### config.mk
export PLATFORM = sky130hd
export DESIGN_NAME = mapped_dram_access_refresh
export DESIGN_NICKNAME = d
export VERILOG_FILES = /design/src/rtl/dram_glue_pkg.sv /design/src/rtl/mapped_dram_access_refresh.sv
export SDC_FILE = /design/constraint.sdc
export NUM_CORES = 1
export LEC_CHECK = 0
export ABC_AREA = 1
export BUFFER_PORTS_ARGS = -buffer_cell sky130_fd_sc_hd__buf_2
export CORE_UTILIZATION = 25
export CTS_BUF_LIST = sky130_fd_sc_hd__clkbuf_16
export DETAILED_ROUTE_END_ITERATION = 8
export SYNTH_ARGS = -nofsm -noshare
export SYNTH_HDL_FRONTEND = slang
export SYNTH_SLANG_ARGS = --single-unit
### constraint.sdc
create_clock -name i_clk_sys -period 6.2 [get_ports i_clk_sys]
set_input_delay 1.55 -clock i_clk_sys [delete_from_list [all_inputs] [get_ports i_clk_sys]]
set_output_delay 1.55 -clock i_clk_sys [all_outputs]
set_load 0.02 [all_outputs]
### src/rtl/dram_glue_pkg.sv
// Constants for the mapped DRAM access and refresh glue logic
//=====================================================================
package dram_glue_pkg;
    //=================================================================
    // Address decode
    localparam logic [1:0]  UPPER_ROW_WINDOW     = 2'h1;   // 0x1000 window
    localparam logic [1:0]  UPPER_RELEASE_WINDOW = 2'h2;   // 0x2000 window
    localparam logic [1:0]  UPPER_COLUMN_WINDOW  = 2'h3;   // 0x3000 window
    localparam int          ADDR_W               = 14;
    localparam int          DRAM_ADDR_W          = 10;
    localparam int          DATA_W               = 16;
    //=================================================================
    // Timer register offsets
    localparam logic [13:0] TIMER_PRESCALE_OFS   = 14'h3FFB;
    localparam logic [13:0] TIMER_COUNT_OFS      = 14'h3FFC;
    localparam logic [13:0] TIMER_RELOAD_OFS     = 14'h3FFD;
    localparam logic [15:0] TIMER_RESET_VALUE    = 16'h0000;
    //=================================================================
    // Timing
    localparam int          CLK_HZ               = 20_000_000;
    localparam int          RAS_MAX_LOW_US       = 200;
    localparam int          RAS_MAX_LOW_CYCLES   = RAS_MAX_LOW_US * (CLK_HZ / 1_000_000);
    localparam int          RAS_CNT_W            = 13;
endpackage

### src/rtl/mapped_dram_access_refresh.sv
// DRAM strobe generation, address split and refresh timer behind the data-memory bus
`timescale 1ns/100ps
`default_nettype none
module mapped_dram_access_refresh (
    // Clock and reset
    input  wire logic        i_clk_sys,
    input  wire logic        i_resetn,
    // Processor data-memory bus pins
    input  wire logic        i_data_memory_select_n,
    input  wire logic        i_rd_n,
    input  wire logic        i_wr_n,
    input  wire logic [13:0] i_addr,
    input  wire logic [15:0] i_data,
    output logic      [15:0] o_data,
    output logic             o_data_oe,
    // DRAM control pins
    output logic             o_ras_n,
    output logic             o_cas_n,
    output logic             o_write_n,
    output logic             o_oe_n,
    output logic      [9:0]  o_dram_addr,
    // Status
    output logic             o_ras_overtime,
    output logic             o_refresh_tick
);
    //=================================================================
    // Reset release through two flops
    logic rst_meta_reg;
    logic rst_sync_reg;
    always_ff @(posedge i_clk_sys or negedge i_resetn) begin
        if (!i_resetn) begin
            rst_meta_reg <= 1'b0;
            rst_sync_reg <= 1'b0;
        end else begin
            rst_meta_reg <= 1'b1;
            rst_sync_reg <= rst_meta_reg;
        end
    end
    wire rst_n = rst_sync_reg;

    //=================================================================
    // Pin synchronisers; first stage read only by second stage
    logic [33:0] pin_meta_reg;
    logic [33:0] pin_sync_reg;
    always_ff @(posedge i_clk_sys or negedge rst_n) begin
        if (!rst_n) begin
            pin_meta_reg <= {3'h7, 31'h00000000};
            pin_sync_reg <= {3'h7, 31'h00000000};
        end else begin
            pin_meta_reg <= {i_data_memory_select_n, i_rd_n, i_wr_n, i_addr, i_data, 1'b0};
            pin_sync_reg <= pin_meta_reg;
        end
    end
    wire        sel_n  = pin_sync_reg[33];
    wire        rd_n   = pin_sync_reg[32];
    wire        wr_n   = pin_sync_reg[31];
    wire [13:0] addr   = pin_sync_reg[30:17];
    wire [15:0] wdata  = pin_sync_reg[16:1];

    //=================================================================
    // Window decode on the two upper decode lines
    wire [1:0] upper_decode   = addr[13:12];  // upper_decode_line_high/low
    wire       ext_read       = !sel_n && !rd_n;
    wire       ext_write      = !sel_n && !wr_n;
    // Writes never move RAS; only reads in the two row windows do
    wire       row_select     = ext_read && (upper_decode == dram_glue_pkg::UPPER_ROW_WINDOW);
    wire       row_release    = ext_read && (upper_decode == dram_glue_pkg::UPPER_RELEASE_WINDOW);
    // Column window excludes the internal area above 0x3800 and timer words
    wire       column_window  = (upper_decode == dram_glue_pkg::UPPER_COLUMN_WINDOW) && !addr[11];
    wire       column_access  = column_window && (ext_read || ext_write);

    //=================================================================
    // RAS holds state between windows; refresh needs only the two reads
    wire ras_n_next = row_select  ? 1'b0 :
                      row_release ? 1'b1 :
                      o_ras_n;
    always_ff @(posedge i_clk_sys or negedge rst_n) begin
        if (!rst_n) begin
            o_ras_n <= 1'b1;                 // Power up deasserted
        end else begin
            o_ras_n <= ras_n_next;
        end
    end

    //=================================================================
    // CAS follows the column window; stays high during RAS-only refresh
    always_ff @(posedge i_clk_sys or negedge rst_n) begin
        if (!rst_n) begin
            o_cas_n <= 1'b1;
        end else begin
            o_cas_n <= !column_access;
        end
    end

    //=================================================================
    // WRITE is the write strobe delayed one clock behind CAS, so its falling edge
    // lands while the processor still drives valid data
    logic wr_delay_reg;
    always_ff @(posedge i_clk_sys or negedge rst_n) begin
        if (!rst_n) begin
            wr_delay_reg <= 1'b1;
            o_write_n    <= 1'b1;
        end else begin
            wr_delay_reg <= !(ext_write && column_window);
            o_write_n    <= wr_delay_reg;
        end
    end

    //=================================================================
    // Output enable straight from read strobe
    always_ff @(posedge i_clk_sys or negedge rst_n) begin
        if (!rst_n) begin
            o_oe_n <= 1'b1;
        end else begin
            o_oe_n <= rd_n;
        end
    end

    //=================================================================
    // DRAM address straight from the sync flops; it settles one clock
    // before RAS or CAS falls, which gives the DRAM its address setup
    assign o_dram_addr = addr[dram_glue_pkg::DRAM_ADDR_W-1:0];

    //=================================================================
    // RAS low-time watchdog; flags a page held past the DRAM limit
    logic [dram_glue_pkg::RAS_CNT_W-1:0] ras_low_cnt_reg;
    localparam logic [dram_glue_pkg::RAS_CNT_W-1:0] RAS_LIMIT =
        dram_glue_pkg::RAS_CNT_W'(dram_glue_pkg::RAS_MAX_LOW_CYCLES);
    wire ras_limit_hit = (ras_low_cnt_reg == RAS_LIMIT);
    // Counter stops at the limit, so the flag holds until RAS rises
    always_ff @(posedge i_clk_sys or negedge rst_n) begin
        if (!rst_n) begin
            ras_low_cnt_reg <= '0;
            o_ras_overtime  <= 1'b0;
        end else if (o_ras_n) begin
            ras_low_cnt_reg <= '0;
            o_ras_overtime  <= 1'b0;
        end else if (!ras_limit_hit) begin
            ras_low_cnt_reg <= ras_low_cnt_reg + 1'b1;
        end else begin
            o_ras_overtime  <= 1'b1;
        end
    end

    //=================================================================
    // Refresh pacing timer written through the data-memory bus
    logic [15:0] timer_prescale_reg;
    logic [15:0] timer_count_reg;
    logic [15:0] timer_reload_period_reg;
    logic [15:0] prescale_cnt_reg;
    // Timer words lie above the column window, so they never strobe CAS
    wire wr_prescale = ext_write && (addr == dram_glue_pkg::TIMER_PRESCALE_OFS);
    wire wr_count    = ext_write && (addr == dram_glue_pkg::TIMER_COUNT_OFS);
    wire wr_reload   = ext_write && (addr == dram_glue_pkg::TIMER_RELOAD_OFS);
    // A write strobe lasts several clocks; act on its first cycle only
    logic wr_prev_reg;
    wire  wr_first   = !wr_n && wr_prev_reg;
    // Count steps once every prescale+1 clocks
    wire  scale_tick = (prescale_cnt_reg == 16'h0000);
    // A zero count stops the timer until software loads one
    wire  count_run  = (timer_count_reg != 16'h0000);
    wire  expire     = scale_tick && (timer_count_reg == 16'h0001);
    always_ff @(posedge i_clk_sys or negedge rst_n) begin
        if (!rst_n) begin
            wr_prev_reg             <= 1'b1;
            timer_prescale_reg      <= dram_glue_pkg::TIMER_RESET_VALUE;
            timer_reload_period_reg <= dram_glue_pkg::TIMER_RESET_VALUE;
            prescale_cnt_reg        <= dram_glue_pkg::TIMER_RESET_VALUE;
        end else begin
            wr_prev_reg <= wr_n;
            if (wr_first && wr_prescale) begin
                timer_prescale_reg <= wdata;
            end
            if (wr_first && wr_reload) begin
                timer_reload_period_reg <= wdata;
            end
            // Writing the prescale restarts the divider at once
            if (scale_tick || (wr_first && wr_prescale)) begin
                prescale_cnt_reg <= wr_prescale ? wdata : timer_prescale_reg;
            end else begin
                prescale_cnt_reg <= prescale_cnt_reg - 16'h0001;
            end
        end
    end

    // Count reload and one-cycle refresh pacing pulse
    always_ff @(posedge i_clk_sys or negedge rst_n) begin
        if (!rst_n) begin
            timer_count_reg <= dram_glue_pkg::TIMER_RESET_VALUE;
            o_refresh_tick  <= 1'b0;
        end else begin
            o_refresh_tick <= count_run && expire;
            // A software load wins over expiry in the same clock
            if (wr_first && wr_count) begin
                timer_count_reg <= wdata;
            end else if (expire) begin
                timer_count_reg <= timer_reload_period_reg;
            end else if (scale_tick && count_run) begin
                timer_count_reg <= timer_count_reg - 16'h0001;
            end
        end
    end

    //=================================================================
    // Timer read-back onto the shared data bus
    wire rd_timer = ext_read && (addr >= dram_glue_pkg::TIMER_PRESCALE_OFS)
                             && (addr <= dram_glue_pkg::TIMER_RELOAD_OFS);
    wire [15:0] rd_mux = (addr == dram_glue_pkg::TIMER_PRESCALE_OFS) ? timer_prescale_reg :
                         (addr == dram_glue_pkg::TIMER_COUNT_OFS)    ? timer_count_reg :
                                                                       timer_reload_period_reg;
    always_ff @(posedge i_clk_sys or negedge rst_n) begin
        if (!rst_n) begin
            o_data    <= 16'h0000;
            o_data_oe <= 1'b0;
        end else begin
            // Zero when not driven, so an idle bus never leaks a timer word
            o_data    <= rd_timer ? rd_mux : 16'h0000;
            o_data_oe <= rd_timer;
        end
    end
endmodule
`default_nettype wire

* Word level (Yosys, flattened, before mapping)
Index checks and enable logic that the tools add are counted.
** Storage, ports and cells
- Flip-flop bits (word level) :: 170
- Input bits :: 35
- Output and inout port bits :: 33
- Word-level logic and storage cells :: 79
** Operators by class
- $add $sub $neg :: 3
- Magnitude comparators :: 2
- Equal/unequal tests :: 9
- Mux-type cells :: 14
- Reductions and logical operators :: 32
** Operators with widths (count)
- $mux W16 :: 8
- $eq A14 B14 Y1 const B :: 3
- $sub A16 B1 Y16 const B :: 2
- $mux W13 :: 2
- $logic_and A1 B1 Y1 :: 19
- $eq A16 B1 Y1 const B :: 1
- $logic_not A16 Y1 :: 1
- $reduce_bool A16 Y1 :: 1
- $ge A14 B14 Y1 const B :: 1
- $le A14 B14 Y1 const B :: 1
- $add A13 B1 Y13 const B :: 1
- $eq A13 B12 Y1 const B :: 1
- $logic_not A1 Y1 :: 6
- $eq A2 B2 Y1 const B :: 2
- $mux W1 :: 4
- $reduce_bool A2 Y1 :: 2
- $reduce_bool A3 Y1 :: 1
- $eq A2 B1 Y1 const B :: 1
- $logic_or A1 B1 Y1 :: 2
- $ne A2 B2 Y1 const B :: 1

* Depth between registers and ports, before layout
Gate-level depths: netlist of the first run.
- Depth in word-level cells :: 6
- Depth in mapped cells :: 12
- Mapped depth without buffers :: 12

* Worst setup path before layout of the first run
OpenSTA, ideal clock, no wires.
- Path type :: flip-flop to output port
- From :: reg o_ras_n
- To :: out o_ras_n
- Arrival :: 0.610 ns
- Data required time :: 4.650 ns
- Setup slack :: 4.040 ns
- Stages on the path, launching flop included :: 1
- Buffers on the path :: 0
- Cells stage by stage :: dfstp_2
** RTL lines
- from (decl) :: RTL line mapped_dram_access_refresh.sv:17 : output logic o_ras_n,
- from (signal assigned) :: RTL line mapped_dram_access_refresh.sv:81 : o_ras_n <= ras_n_next;
No word-level cell between the ends.

* Worst setup path after layout of the first run
- From :: reg pin_sync_reg[19]
- To :: reg prescale_cnt_reg[15]
** On the way
- Word-level cells in the longest chain between the ends :: 5
- Elaborated cells between the ends (all ways) :: 6
- Classes of those cells :: 1 x eq/ne; 2 x mux; 3 x reduce/logical
** Ends and longest elaborated chain
- from (decl) :: RTL line mapped_dram_access_refresh.sv:44 : logic [33:0] pin_sync_reg;
- from (signal assigned) :: RTL line mapped_dram_access_refresh.sv:48 : pin_sync_reg <= {3'h7, 31'h00000000};
- from (signal assigned) :: RTL line mapped_dram_access_refresh.sv:51 : pin_sync_reg <= pin_meta_reg;
- $eq A14 B14 Y1 * :: RTL line mapped_dram_access_refresh.sv:152 : wire wr_prescale = ext_write && (addr == dram_glue_pkg::TIMER_PRESCALE_OFS);
- $logic_and A1 B1 Y1 * :: RTL line mapped_dram_access_refresh.sv:152
- $logic_and A1 B1 Y1 :: RTL line mapped_dram_access_refresh.sv:178 : if (scale_tick || (wr_first && wr_prescale)) begin
- $logic_or A1 B1 Y1 :: RTL line mapped_dram_access_refresh.sv:178
- $mux W16 * :: RTL line mapped_dram_access_refresh.sv:178
- to (signal assigned) :: RTL line mapped_dram_access_refresh.sv:168 : prescale_cnt_reg <= dram_glue_pkg::TIMER_RESET_VALUE;
- to (signal assigned) :: RTL line mapped_dram_access_refresh.sv:179 : prescale_cnt_reg <= wr_prescale ? wdata : timer_prescale_reg;
- to (signal assigned) :: RTL line mapped_dram_access_refresh.sv:181 : prescale_cnt_reg <= prescale_cnt_reg - 16'h0001;
- to (decl) :: RTL line mapped_dram_access_refresh.sv:150 : logic [15:0] prescale_cnt_reg;
Mark *: on every way between the ends. The rest lies on a longest branch, timed or not.
A chain may end at the register's enable or synchronous reset.

==> run metrics, run 1 <==
status completed; worst setup path end prescale_cnt_reg[15]$_DFF_PN0_; Area Growth Syn to Fin 16.4%; IO Count 68; final setup TNS 0 ps; CP Launch Type flop; residual DRC count 0; mux share of post-synthesis cell area 0; CTS root buffer clkbuf_16; RSZ-0062 raised after global routing false; share of cells above drive strength 1 0.144; Final GP Congestion 0.915; number of global-route vias before repair 5756; Synth area leader dfrtp_1; Final #Nets 982; Die Width 176 um; Post-Synth Simple-Gate Area 0.250; critical path required time 6510 ps; First-pass DRT Iterations 7; largest net degree at the start of global routing 81; Worst-Skew Late Latency 440 ps; Synth Area in Compound Gates 0.0788; Yosys reg bits 170; FF-to-FF setup slack 3090 ps; main flop type after synthesis dfrtp_1; Vias 5910; CTS tree done; DR WL/cell 13.7 um; minimum clock period 3110 ps; count of final setup violators 0; static leakage 4.54 nW; count leader, synth nand2_1; Max Clock Skew 17.8 ps; pwr dens 337 mW/mm^2; hold crit path type reg2async; Mapped Nets 927; Antenna Nets Post-Route 0; WHS 205 ps; post-CTS sizing 0; CP Capture Type flop; Ant. Diodes 0; Post-Synth Adder-Cell Area 0.00987; largest family of logic cells by synthesized area simple AND/OR/NAND/NOR gates; worst slew pin tran 1000 ps; synth top area cells dfrtp_1 (52%), nand2_1 (13%), inv_1 (5.0%), nand3_1 (4.4%), o21ai_0 (4.3%); final hold violation count 0; first-pass GRT wire length 30600 um; TritonCTS buffer count 17; Placed Area 0.00826 mm^2; mean post-synth cell area 8.59 um^2; row cnt 63; Synth Warn # 0; final worst slack 3090 ps; Peak VDD IR 146 uV; kind of critical path reg2reg; PortBufs 67; Seq/Total Area, Yosys 0.561; WP data arrival 3420 ps; hold_buf cts 0; fin. max-slew vios 0; vias per cell 4.40; DRT Wirelength 18400 um; initial antenna violation count 0; crit path from pin_sync_reg[19]$_DFF_PN0_; clock transition at the registers of the reported paths 70 ps; Place WS 3160 ps; CTS max path bufs 2; Worst R2R Start pin_sync_reg[19]$_DFF_PN0_; Worst R2R Path Depth 10; # clock sinks 170; max-cap violations 0; Max-slew headroom 0.331; initial DRC count 396; Synth Cell Area 0.00761 mm^2; Post-Synth XOR/XNOR Area 0.0219; FF-to-FF End prescale_cnt_reg[15]$_DFF_PN0_; gr ovfl total 0; # Post-CTS Setup Buffers 0; asr flop ratio synth 1.00; die height 176 um; Unique masters post-synth 39; cell count after synthesis 886; die footprint 0.0311 mm^2; final instance area 0.00885 mm^2; top cells by count, synth nand2_1 (261), dfrtp_1 (158), inv_1 (101); GRT Overall Usage 0.127; f_max 322 MHz; HPWL Detailed 13500 um; H-Tree Level Count 4; Post-synth EDFFs 0; post-synth top area share 0.520; crit share post-route 0.501; Critical Path Fanout Max 28; power after layout 0.00298 W; initial core utilization 0.255; core area 0.0298 mm^2
-- worst min path at each step --
stage	startpoint	depth (start not counted)	end	slack, ps
floorplan	pin_meta_reg[10]$_DFF_PN0_	0	pin_sync_reg[10]$_DFF_PN0_	330
global placement	rst_n$_DFF_PN0_	0	pin_meta_reg[22]$_DFF_PN0_	210
detailed placement	rst_n$_DFF_PN0_	0	pin_meta_reg[22]$_DFF_PN0_	210
CTS	rst_n$_DFF_PN0_	0	pin_meta_reg[22]$_DFF_PN0_	220
global route	rst_n$_DFF_PN0_	0	pin_meta_reg[21]$_DFF_PN0_	240
finish	rst_n$_DFF_PN0_	0	pin_meta_reg[21]$_DFF_PN0_	200
-- area by class of cell --
cell class / instances / area, um^2
clock buffer: 17 / 425
sequential: 170 / 4270
inverter: 105 / 397
multi-input combinational: 578 / 2750
clock inverter: 15 / 174
timing repair buffer: 69 / 350
fill: 3220 / 20900
tap: 390 / 488
-- routing by layer --
| layer | track usage | up-vias | wire length [um] |
|---|---|---|---|
| met4 | 0.0395 | 0 | 246 |
| met2 | 0.180 | 194 | 7680 |
| met3 | 0.0383 | 16 | 1380 |
| met5 | 0 | - | 0 |
| met1 | 0.182 | 2794 | 9090 |
| li1 | - | 2906 | - |
-- report_power, final --
part / internal [W] / total [W] / switching, W / leakage, nW
Clock: 0.000543 / 0.00106 / 0.000516 / 0.290
Combinational: 0.000237 / 0.000615 / 0.000378 / 2.09
Sequential: 0.00121 / 0.00131 / 0.000100 / 2.16
Total: 0.00199 / 0.00298 / 0.000994 / 4.54
-- metrics by stage --
stage / instances / util
after floorplan: 886 / -
after global placement: 1312 / 0.277
after detailed placement: 1312 / 0.277
after CTS: 1344 / 0.297
after global routing: 1344 / 0.297
final: 1344 / 0.297
-- critical path, stage by stage (launching register included) --
cell and delay [ps]:
dfrtp_1 410, inv_1 60, nand2_1 60, nor2_1 90, nand3_1 110, nor2_1 640, nand2_1 720, nand2_2 570
inv_1 160, nand2_1 90, o21ai_0 60
-- kinds of logic after synthesis --
family | count (synthesis)
flops | 170
buf+inv | 138
compound gates | 106
other cells | 1
fa+ha+maj | 6
simple gates | 446
xor+xnor | 19
-- placed cells by master (no fill, tap or decap), types with 12 or more instances in the layout --
cell type / n
inv_1: 101
clkbuf_16: 17
xor2_1: 14
nand2_1: 261
dfrtp_1: 157
o211ai_1: 20
o21ai_0: 66
nor2_1: 77
dfstp_2: 12
nand3_1: 67
buf_2: 67
No activity file was read; power rests on OpenSTA's default activity.
==> inputs of run 2 (changes only) <==
clock period = 3.17 ns   (was 6.2 ns; I/O delays follow)
==> run 2 against run 1 <==
Clock-buffer cell count stayed put. Sequential power is 95% higher. Sequential cell count stayed put. Combinational power is 97% higher. First-iteration DRC count is 16% higher. Global-route usage is 0.36 points lower.
==> run metrics, run 2 (same netlist as run 1, synthesis figures left out) <==
kind of critical path reg2reg; # clock sinks 170 (unchanged); Max-slew headroom 0.414 (+0.0828); Die Width 176 um (unchanged); pwr dens 654 mW/mm^2 (+94%); Worst R2R Path Depth 10 (unchanged); gr ovfl total 0 (unchanged); share of cells above drive strength 1 0.147 (+0.00342); final setup TNS 0 ps (unchanged); Buf+Inv Stages, Crit Path 2 (unchanged); hold crit path type in2async; residual DRC count 0 (unchanged); crit-path max cell delay 430 ps (-290 ps); critical path required time 3540 ps (-2970 ps); crit share post-route 0.735 (+0.233); Final #Nets 987 (+0.51%); worst slew pin tran 877 ps (-126 ps); power after layout 0.00582 W (+95%); Area Growth Syn to Fin 17.0%; Final GP Congestion 0.897 (-2.1%); count of final setup violators 0 (unchanged); f_max 429 MHz (+33%); FF-to-FF setup slack 840 ps (-2250 ps); static leakage 4.56 nW (+0.45%); core area 0.0298 mm^2 (unchanged); die footprint 0.0311 mm^2 (unchanged); Critical Path Fanout Max 31 (+11%); Filler cells 3176 (-1.4%); row cnt 63 (unchanged); TritonCTS buffer count 17 (unchanged); CTS max path bufs 2 (unchanged); FF-to-FF End timer_count_reg[13]$_DFFE_PN0P_; IO Count 68 (unchanged); minimum clock period 2330 ps (-778 ps); Ant. Diodes 0 (unchanged); H-Tree Level Count 4 (unchanged); initial core utilization 0.255 (unchanged); GRT Overall Usage 0.123 (-0.00363); Antenna Nets Post-Route 0 (unchanged); WP data arrival 2700 ps (-720 ps); vias per cell 4.35 (-1.0%); Max Clock Skew 15.8 ps (-2.03 ps); Worst R2R Start pin_sync_reg[18]$_DFF_PN0_; commonest non-fill, non-tap cell in the layout nand2_1; post-CTS sizing 0 (unchanged); fin. max-slew vios 0 (unchanged); die height 176 um (unchanged); Peak VDD IR 331 uV (+130%); DR WL/cell 13.5 um (-1.6%); First-pass DRT Iterations 5 (-2); # Post-CTS Setup Buffers 0 (unchanged); hold_buf cts 0 (unchanged); CP most frequent cell nand2_1; CP delay by family, top simple AND/OR/NAND/NOR gates; final hold violation count 0 (unchanged); Worst-Skew Late Latency 440 ps (about the same); commonest non-fill, non-tap cells in the layout nand2_1 (261), dfrtp_1 (157), inv_1 (102), nor2_1 (77); Place WS 894 ps (-2270 ps); PortBufs 67 (unchanged); status completed; DRT Wirelength 18200 um (-1.2%); CP Capture Type flop; max-cap violations 0 (unchanged); largest net degree at the start of global routing 82 (+1.2%); CTS tree done; initial DRC count 461 (+16%); worst path cell trace nor2_1, nand2_1, nor2_2, buf_4, nand2_1, inv_2, nor2_1, nand2_2, nand3_1, nand2_1; CP Launch Type flop; Vias 5871 (-0.66%); initial antenna violation count 0 (unchanged); CTS root buffer clkbuf_16; final worst slack 841 ps (-2250 ps); RSZ-0062 raised after global routing false; HPWL Detailed 13400 um (-1.0%); number of global-route vias before repair 5599 (-2.7%); Slowest-stage cell, CP dfrtp_1; clock transition at the registers of the reported paths 80 ps (about the same); first-pass GRT wire length 29700 um (-3.0%)
==> run 2: area by class of cell <==
class	instances	area, um^2	share of cell area
clock buffer	17	425	0.0478
clock inverter	15	159	0.0178
inverter	105	397	0.0446
multi-input combinational	578	2750	0.309
sequential	170	4270	0.480
tap	390	488	0.0548
timing repair buffer	74	413	0.0464
==> run 2: worst max-delay path by stage <==
stage	from	end	cells after the start
after floorplan	rst_n$_DFF_PN0_	o_data[0]$_DFF_PN0_	0
after global placement	pin_sync_reg[21]$_DFF_PN0_	timer_count_reg[15]$_DFFE_PN0P_	11
after detailed placement	pin_sync_reg[21]$_DFF_PN0_	timer_count_reg[15]$_DFFE_PN0P_	11
after CTS	pin_sync_reg[21]$_DFF_PN0_	timer_count_reg[13]$_DFFE_PN0P_	11
after global routing	pin_sync_reg[21]$_DFF_PN0_	timer_count_reg[2]$_DFFE_PN0P_	11
final	pin_sync_reg[18]$_DFF_PN0_	timer_count_reg[13]$_DFFE_PN0P_	10
==> run 2: power by group <==
part	internal (W)	switching, W	leakage [nW]	total [W]
clock network	0.00105	0.000992	0.277	0.00204
logic	0.000467	0.000745	2.12	0.00121
registers	0.00237	0.000198	2.16	0.00256
total	0.00388	0.00194	4.56	0.00582
==> run 2: metrics by stage <==
stage	instance area (um^2)	hold WS [ps]	util	instances
detailed placement	8320	191	0.279	1317
finish	8900	128	0.299	1349
global route	8900	105	0.299	1349
global placement	8320	191	0.279	1317
floorplan	7610	331	-	886
CTS	8900	111	0.299	1349
==> run 2: routing by layer <==
layer	global-route usage	vias up	wire, um
li1	-	2911	-
met1	0.178	2751	9100
met3	0.0340	18	1190
met4	0.0320	0	218
met2	0.178	191	7670
met5	0	-	0
